File: src/mis_pkg.sv
package mis_pkg;

  // ----------------------------------------------------------------
  // Register map
  // ----------------------------------------------------------------
  localparam logic [7:0] LPI_CSR_OFFSET = 8'h30;
  localparam logic [7:0] STATUS_OFFSET = 8'h38;
  localparam logic [7:0] MASK_OFFSET = 8'h3c;

  // ----------------------------------------------------------------
  // Field positions
  // ----------------------------------------------------------------
  localparam int LPI_BIT = 10;
  localparam int TS_BIT = 9;
  localparam int CSUM_BIT = 7;
  localparam int TXCNT_BIT = 6;
  localparam int RXCNT_BIT = 5;
  localparam int SUMMARY_BIT = 4;
  localparam int WAKE_BIT = 3;
  localparam int RGL_BIT = 0;
  localparam int TX_ENTRY_BIT = 0;
  localparam int TX_EXIT_BIT = 1;
  localparam int RX_ENTRY_BIT = 2;
  localparam int RX_EXIT_BIT = 3;

  // ----------------------------------------------------------------
  // Reset values
  // ----------------------------------------------------------------
  localparam logic [31:0] MASK_RESET = 32'h0000_0000;
  localparam logic [3:0] LPI_CSR_RESET = 4'h0;
  localparam logic FLAG_RESET = 1'b0;

  // APB request from the master.
  typedef struct packed {
    logic psel;
    logic penable;
    logic pwrite;
    logic [7:0] paddr;
    logic [31:0] pwdata;
  } mis_apb_req_t;

  // Idle entry and exit pulses from the idle controller.
  typedef struct packed {
    logic rxExit;
    logic rxEntry;
    logic txExit;
    logic txEntry;
  } mis_lpi_evt_t;

  // Counter interrupt registers, reduced to "any bit set".
  typedef struct packed {
    logic checksumAny;
    logic txAny;
    logic rxAny;
  } mis_cnt_irq_t;

endpackage : mis_pkg

File: src/mis_sticky_bit.sv
`timescale 1ns/1ps
// ------------------------------------------------------------------
// Sticky flag: a set pulse holds it high until a clear; set wins.
// ------------------------------------------------------------------
module mis_sticky_bit (
  input wire logic clk,
  input wire logic resetn,
  input wire logic set,
  input wire logic clear,
  output logic flag
);
  import mis_pkg::*;

  // A set in the cycle of a clear must not be lost, so set has priority.
  always_ff @(posedge clk or negedge resetn) begin
    if (!resetn) begin
      flag <= FLAG_RESET;
    end else if (set) begin
      flag <= 1'b1;
    end else if (clear) begin
      flag <= 1'b0;
    end
  end

endmodule : mis_sticky_bit

File: src/mis_irq_status.sv
`timescale 1ns/1ps
module mis_irq_status #(
  parameter int ADDR_W = 8
) (
  input wire logic clk,
  input wire logic resetn,
  input mis_pkg::mis_apb_req_t apbReq,
  output logic [31:0] prdata,
  output logic pready,
  output logic pslverr,
  input mis_pkg::mis_lpi_evt_t lpiEvt,
  input wire logic tsTargetReached,
  input wire logic tsSecondsOverflow,
  input wire logic tsStatusRead,
  input mis_pkg::mis_cnt_irq_t cntIrq,
  input wire logic magicPacketSeen,
  input wire logic wakeFrameSeen,
  input wire logic powerDownMode,
  input wire logic [1:0] wakeReasonBits,
  output logic macIrqOut
);
  import mis_pkg::*;

  // ----------------------------------------------------------------
  // Elaboration check
  // ----------------------------------------------------------------
  generate
    if (ADDR_W != 8) begin : g_badWidth
      $error("mis_irq_status serves an 8-bit register address only.");
    end
  endgenerate

  // ----------------------------------------------------------------
  // Bus decode
  // ----------------------------------------------------------------
  logic setupRead;
  logic accessWrite;
  logic hitLpiCsr;
  logic hitStatus;
  logic hitMask;
  logic hitAny;

  // Read side effects act at the setup edge, when the read value is latched,
  // so an event in the same cycle is kept by the flag and shows next read.
  assign hitLpiCsr = (apbReq.paddr == LPI_CSR_OFFSET);
  assign hitStatus = (apbReq.paddr == STATUS_OFFSET);
  assign hitMask = (apbReq.paddr == MASK_OFFSET);
  assign hitAny = hitLpiCsr | hitStatus | hitMask;
  assign setupRead = apbReq.psel & ~apbReq.penable & ~apbReq.pwrite;
  assign accessWrite = apbReq.psel & apbReq.penable & apbReq.pwrite & pready;

  // ----------------------------------------------------------------
  // Idle controller status bits
  // ----------------------------------------------------------------
  logic [3:0] lpiCsrBits;
  logic lpiCsrRead;
  logic [3:0] lpiEvtBits;

  assign lpiCsrRead = setupRead & hitLpiCsr;
  assign lpiEvtBits = lpiEvt;

  // Each entry or exit event has its own read-to-clear bit.
  for (genvar i = 0; i < 4; i++) begin : g_lpiBits
    mis_sticky_bit u_lpiBit (
      .clk(clk),
      .resetn(resetn),
      .set(lpiEvtBits[i]),
      .clear(lpiCsrRead),
      .flag(lpiCsrBits[i])
    );
  end

  // ----------------------------------------------------------------
  // Event flags
  // ----------------------------------------------------------------
  logic lpiFlag;
  logic tsFlag;
  logic wakeFlag;
  logic lpiAnyEvt;
  logic tsEvt;
  logic wakeEvt;
  logic wakeReasonsClear;

  assign lpiAnyEvt = |lpiEvtBits;
  assign tsEvt = tsTargetReached | tsSecondsOverflow;
  assign wakeEvt = (magicPacketSeen | wakeFrameSeen) & powerDownMode;
  assign wakeReasonsClear = (wakeReasonBits == 2'b00);

  // Idle flag: any entry or exit; cleared by reading the idle register.
  mis_sticky_bit u_lpiFlag (
    .clk(clk),
    .resetn(resetn),
    .set(lpiAnyEvt),
    .clear(lpiCsrRead),
    .flag(lpiFlag)
  );

  // Timestamp flag: target reached or seconds overflow.
  mis_sticky_bit u_tsFlag (
    .clk(clk),
    .resetn(resetn),
    .set(tsEvt),
    .clear(tsStatusRead),
    .flag(tsFlag)
  );

  // Wake flag: held until both reason bits have been read away.
  mis_sticky_bit u_wakeFlag (
    .clk(clk),
    .resetn(resetn),
    .set(wakeEvt),
    .clear(wakeReasonsClear),
    .flag(wakeFlag)
  );

  // ----------------------------------------------------------------
  // Counter flags
  // ----------------------------------------------------------------
  logic csumFlag;
  logic txCntFlag;
  logic rxCntFlag;
  logic summaryFlag;

  // Counter flags track their source registers; they clear only when empty.
  always_ff @(posedge clk or negedge resetn) begin
    if (!resetn) begin
      csumFlag <= FLAG_RESET;
      txCntFlag <= FLAG_RESET;
      rxCntFlag <= FLAG_RESET;
    end else begin
      csumFlag <= cntIrq.checksumAny;
      txCntFlag <= cntIrq.txAny;
      rxCntFlag <= cntIrq.rxAny;
    end
  end

  assign summaryFlag = csumFlag | txCntFlag | rxCntFlag;

  // ----------------------------------------------------------------
  // Status and mask words
  // ----------------------------------------------------------------
  logic [31:0] statusWord;
  logic [31:0] maskWord;
  logic [31:0] maskWritable;
  logic [31:0] pending;

  // Reserved bits stay zero; the link flag is held inactive.
  always_comb begin
    statusWord = 32'h0000_0000;
    statusWord[LPI_BIT] = lpiFlag;
    statusWord[TS_BIT] = tsFlag;
    statusWord[CSUM_BIT] = csumFlag;
    statusWord[TXCNT_BIT] = txCntFlag;
    statusWord[RXCNT_BIT] = rxCntFlag;
    statusWord[SUMMARY_BIT] = summaryFlag;
    statusWord[WAKE_BIT] = wakeFlag;
    statusWord[RGL_BIT] = 1'b0;
  end

  // Only the four documented mask bits hold a value.
  always_comb begin
    maskWritable = 32'h0000_0000;
    maskWritable[LPI_BIT] = 1'b1;
    maskWritable[TS_BIT] = 1'b1;
    maskWritable[WAKE_BIT] = 1'b1;
    maskWritable[RGL_BIT] = 1'b1;
  end

  // Mask register; status register writes are dropped.
  always_ff @(posedge clk or negedge resetn) begin
    if (!resetn) begin
      maskWord <= MASK_RESET;
    end else if (accessWrite && hitMask) begin
      maskWord <= apbReq.pwdata & maskWritable;
    end
  end

  // Masked flags drop out; counter and summary bits have no mask.
  assign pending = statusWord & ~maskWord;

  // ----------------------------------------------------------------
  // Interrupt output
  // ----------------------------------------------------------------
  always_ff @(posedge clk or negedge resetn) begin
    if (!resetn) begin
      macIrqOut <= 1'b0;
    end else begin
      macIrqOut <= |pending;
    end
  end

  // ----------------------------------------------------------------
  // APB slave
  // ----------------------------------------------------------------
  logic [31:0] readMux;

  // Read value selection; unmapped addresses read zero.
  always_comb begin
    readMux = 32'h0000_0000;
    if (hitLpiCsr) begin
      readMux = {28'h0000000, lpiCsrBits};
    end else if (hitStatus) begin
      readMux = statusWord;
    end else if (hitMask) begin
      readMux = maskWord;
    end
  end

  // Zero-wait slave: ready in the first access cycle, error on unmapped.
  always_ff @(posedge clk or negedge resetn) begin
    if (!resetn) begin
      pready <= 1'b0;
      pslverr <= 1'b0;
    end else begin
      pready <= apbReq.psel & ~apbReq.penable;
      pslverr <= apbReq.psel & ~apbReq.penable & ~hitAny;
    end
  end

  // Read data is latched at the setup edge and held through the access.
  always_ff @(posedge clk or negedge resetn) begin
    if (!resetn) begin
      prdata <= 32'h0000_0000;
    end else if (setupRead) begin
      prdata <= readMux;
    end
  end
endmodule : mis_irq_status

File: config.mk
export PLATFORM = sky130hd
export DESIGN_NAME = mis_irq_status
export DESIGN_NICKNAME = d
export VERILOG_FILES = /design/src/mis_pkg.sv /design/src/mis_sticky_bit.sv /design/src/mis_irq_status.sv
export SDC_FILE = /design/constraint.sdc
export NUM_CORES = 1
export LEC_CHECK = 0
export ABC_CLOCK_PERIOD_IN_PS = 1040
export CAP_MARGIN = 0
export CORE_UTILIZATION = 40
export DETAILED_ROUTE_END_ITERATION = 6
export DONT_BUFFER_PORTS = 1
export GPL_ROUTABILITY_DRIVEN = 0
export PLACE_DENSITY = 0.67
export SYNTH_ARGS = -nofsm -noshare
export SYNTH_HDL_FRONTEND = slang
export SYNTH_SLANG_ARGS = --single-unit
File: constraint.sdc
create_clock -name clk -period 1.04 [get_ports clk]
set_input_delay 0.052 -clock clk [delete_from_list [all_inputs] [get_ports clk]]
set_output_delay 0.052 -clock clk [all_outputs]
set_load 0.02 [all_outputs]
==> results.tsv <==
metric	value	unit
status	finished, violations left	
failed_checks	setup timing	
p_leak	0.768	nW
synth_area_per_cell	11.8	µm²
nFillCells	285	
hold_path.class	in -> reg	
drt_iter0_drc	25	
r2r_start	rxCntFlag$_DFF_PN0_	
io_pins	95	
largest_reg_flops	10	
power_density	1090	nW/µm²
synth.cell_area	1290	µm²
crit_start	rxCntFlag$_DFF_PN0_	
die_width	58.8	µm
design_area	1620	µm²
ys_ff_latch	27	
drive_gt1_frac	0.167	
via_per_inst	4.59	
synth_cell_types	27	
r2r_end	macIrqOut$_DFF_PN0_	
crit_arrival	1.34	ns
diodes	0	
cp_max_fo	2	
first_global_vias	840	
grt_pass1_wl	3800	µm
regMostFlops	prdata	
maxSlewViolCount	0	
htreeDepth	1	
rrSetupSlack	-0.07	ns
cts_made_buffers	3	
cts_root_buf	clkbuf_4	
rows	20	
postRouteAntennaNets	0	
cap_violations	0	
numPortBuffers	0	
min_period	1.11	ns
syn-instance-count	109	
clk_pin_slew	0.14	ns
core_area	3050	µm²
top_regs	prdata (10), g_lpiBits.u_lpiBit.flag (4), maskWord (4)	
placed_cell_area	1310	µm²
dieArea	3460	µm²
vias	863	
final-hold-violation-count	0	
nNetsFinal	205	
reg2reg_depth	2	
drtPass1Iterations	4	
antenna_found_initial	0	
cts_sinks	27	
required	1.26	ns
routed_wl	2500	µm
setup_violations	6	
cp-endpoint	macIrqOut$_DFF_PN0_	
cts_tree	done	
globalRouteTotalUtil	0.147	
start_kind	register	
drc	0	
seq_area_frac_synth	0.523	
timing.final.ws_setup	-0.0742	ns
cts_setup_buffers	0	
die_h	58.8	µm
crit_type	reg -> reg	
max_freq	897	MHz
hpwl	1720	µm
rsz0062_at_grt	true	
skew	0.00273	ns
post-route-period-util	1.07	
route.detailed.wl_per_inst	13.3	µm
grt_max_degree	28	
initial_core_util	0.423	
power	1.76	mW
insertion_delay	0.32	ns
clockBufferDepth	2	
crit_path_end_kind	register	
yosysWarnings	0	
syn_to_final_growth	25.8	%
grt_overflow_total	0	
peakVddDrop	0.000449	V
-- cell usage after synthesis, drive strengths merged --
| master | count | share of area |
|---|---|---|
| a211o | 1 | 0.0068 |
| a21o | 5 | 0.029 |
| a21oi | 1 | 0.0039 |
| a22o | 4 | 0.027 |
| a32o | 2 | 0.016 |
| a32oi | 1 | 0.0068 |
| and3 | 1 | 0.0058 |
| and4 | 2 | 0.016 |
| buf | 24 | 0.14 |
| conb | 1 | 0.0029 |
| dfrtp | 27 | 0.52 |
| inv | 4 | 0.012 |
| mux2 | 4 | 0.047 |
| mux2i | 3 | 0.023 |
| nand2 | 7 | 0.020 |
| nand2b | 2 | 0.0097 |
| nand3 | 3 | 0.012 |
| nand4bb | 1 | 0.021 |
| nor2 | 3 | 0.0087 |
| nor3 | 2 | 0.025 |
| o21ai | 7 | 0.027 |
| o22ai | 1 | 0.0048 |
| or3 | 1 | 0.0048 |
| or3b | 1 | 0.0068 |
| or4 | 1 | 0.0058 |
-- area by class of cell --
type                    instances  area (µm²)  share of cell area
flip-flops and latches         27         676               0.416
repair buffers                 34         338               0.208
multi-input cells              75         513               0.316
well taps                      44        55.1              0.0339
inverters                       4        15.0             0.00924
clock buffers                   3        22.5              0.0139
clock inverters                 1        5.00             0.00308
-- cells by family after synthesis --
logic type	share of synthesized area
AOI/OAI and AO/OA	0.121
buffers and inverters	0.147
DFF	0.523
muxes	0.0698
other	0.00290
and+or+nand+nor	0.136
-- worst min-delay path by stage --
stage               slack, ns       start                    end  cells past startpoint
finish                   0.02  apbReq[35]  prdata[3]$_DFFE_PN0P_                      4
global route             0.05  apbReq[35]  prdata[3]$_DFFE_PN0P_                      4
CTS                     0.008  apbReq[35]  prdata[3]$_DFFE_PN0P_                      4
detailed placement      -0.24      resetn  prdata[6]$_DFFE_PN0P_                      0
global placement        -0.24      resetn  prdata[6]$_DFFE_PN0P_                      0
floorplan               -0.24      resetn     csumFlag$_DFF_PN0_                      0
-- where the power goes --
group          switching (mW)  total (mW)  internal, mW
clock network           0.292       0.436         0.144
logic                   0.137       0.244         0.106
registers              0.0155        1.08          1.07
-- placed cells by master, fill, tap and decap left out, drive strengths merged, types with 4 or more instances in the layout --
cell,synthesis,layout
mux2,4,4
a21o,5,5
a22o,4,4
o21ai,7,7
buf,24,9
inv,4,4
nand2,7,7
dlygate4sd3,0,22
conb,1,22
dfrtp,27,27
-- through the flow --
stage	utilization	cells	setup WS, ns	hold slack [ns]	setup TNS, ns
after floorplan	-	130	-0.183	-0.244	-0.970
after global placement	0.429	158	-0.0790	-0.243	-0.740
after detailed placement	0.429	158	-0.106	-0.243	-0.960
after CTS	0.528	188	-0.0728	0.00831	-0.200
after global routing	0.532	188	-0.108	0.0493	-0.300
final	0.532	188	-0.0742	0.0174	-0.125
-- worst max-delay path, stage by stage, from the launching register on --
cell and delay [ns]:
dfrtp_1 0.40, or3_4 0.39, a211o_1 0.23
-- per-layer routing --
layer	GRT usage	wire length (µm)
met2	0.237	1190
met3	0.0286	140
met5	0	0
met4	0.0578	29
met1	0.196	1140
-- repair_timing --
item	in CTS	in global routing
endpoints found under the setup margin	6	9
gates resized for setup	1	6
endpoints found under the hold margin	47	0
hold buffers	26	0
pin swaps	1	1
gates cloned	0	0
Power figures use the tool's default switching activity.
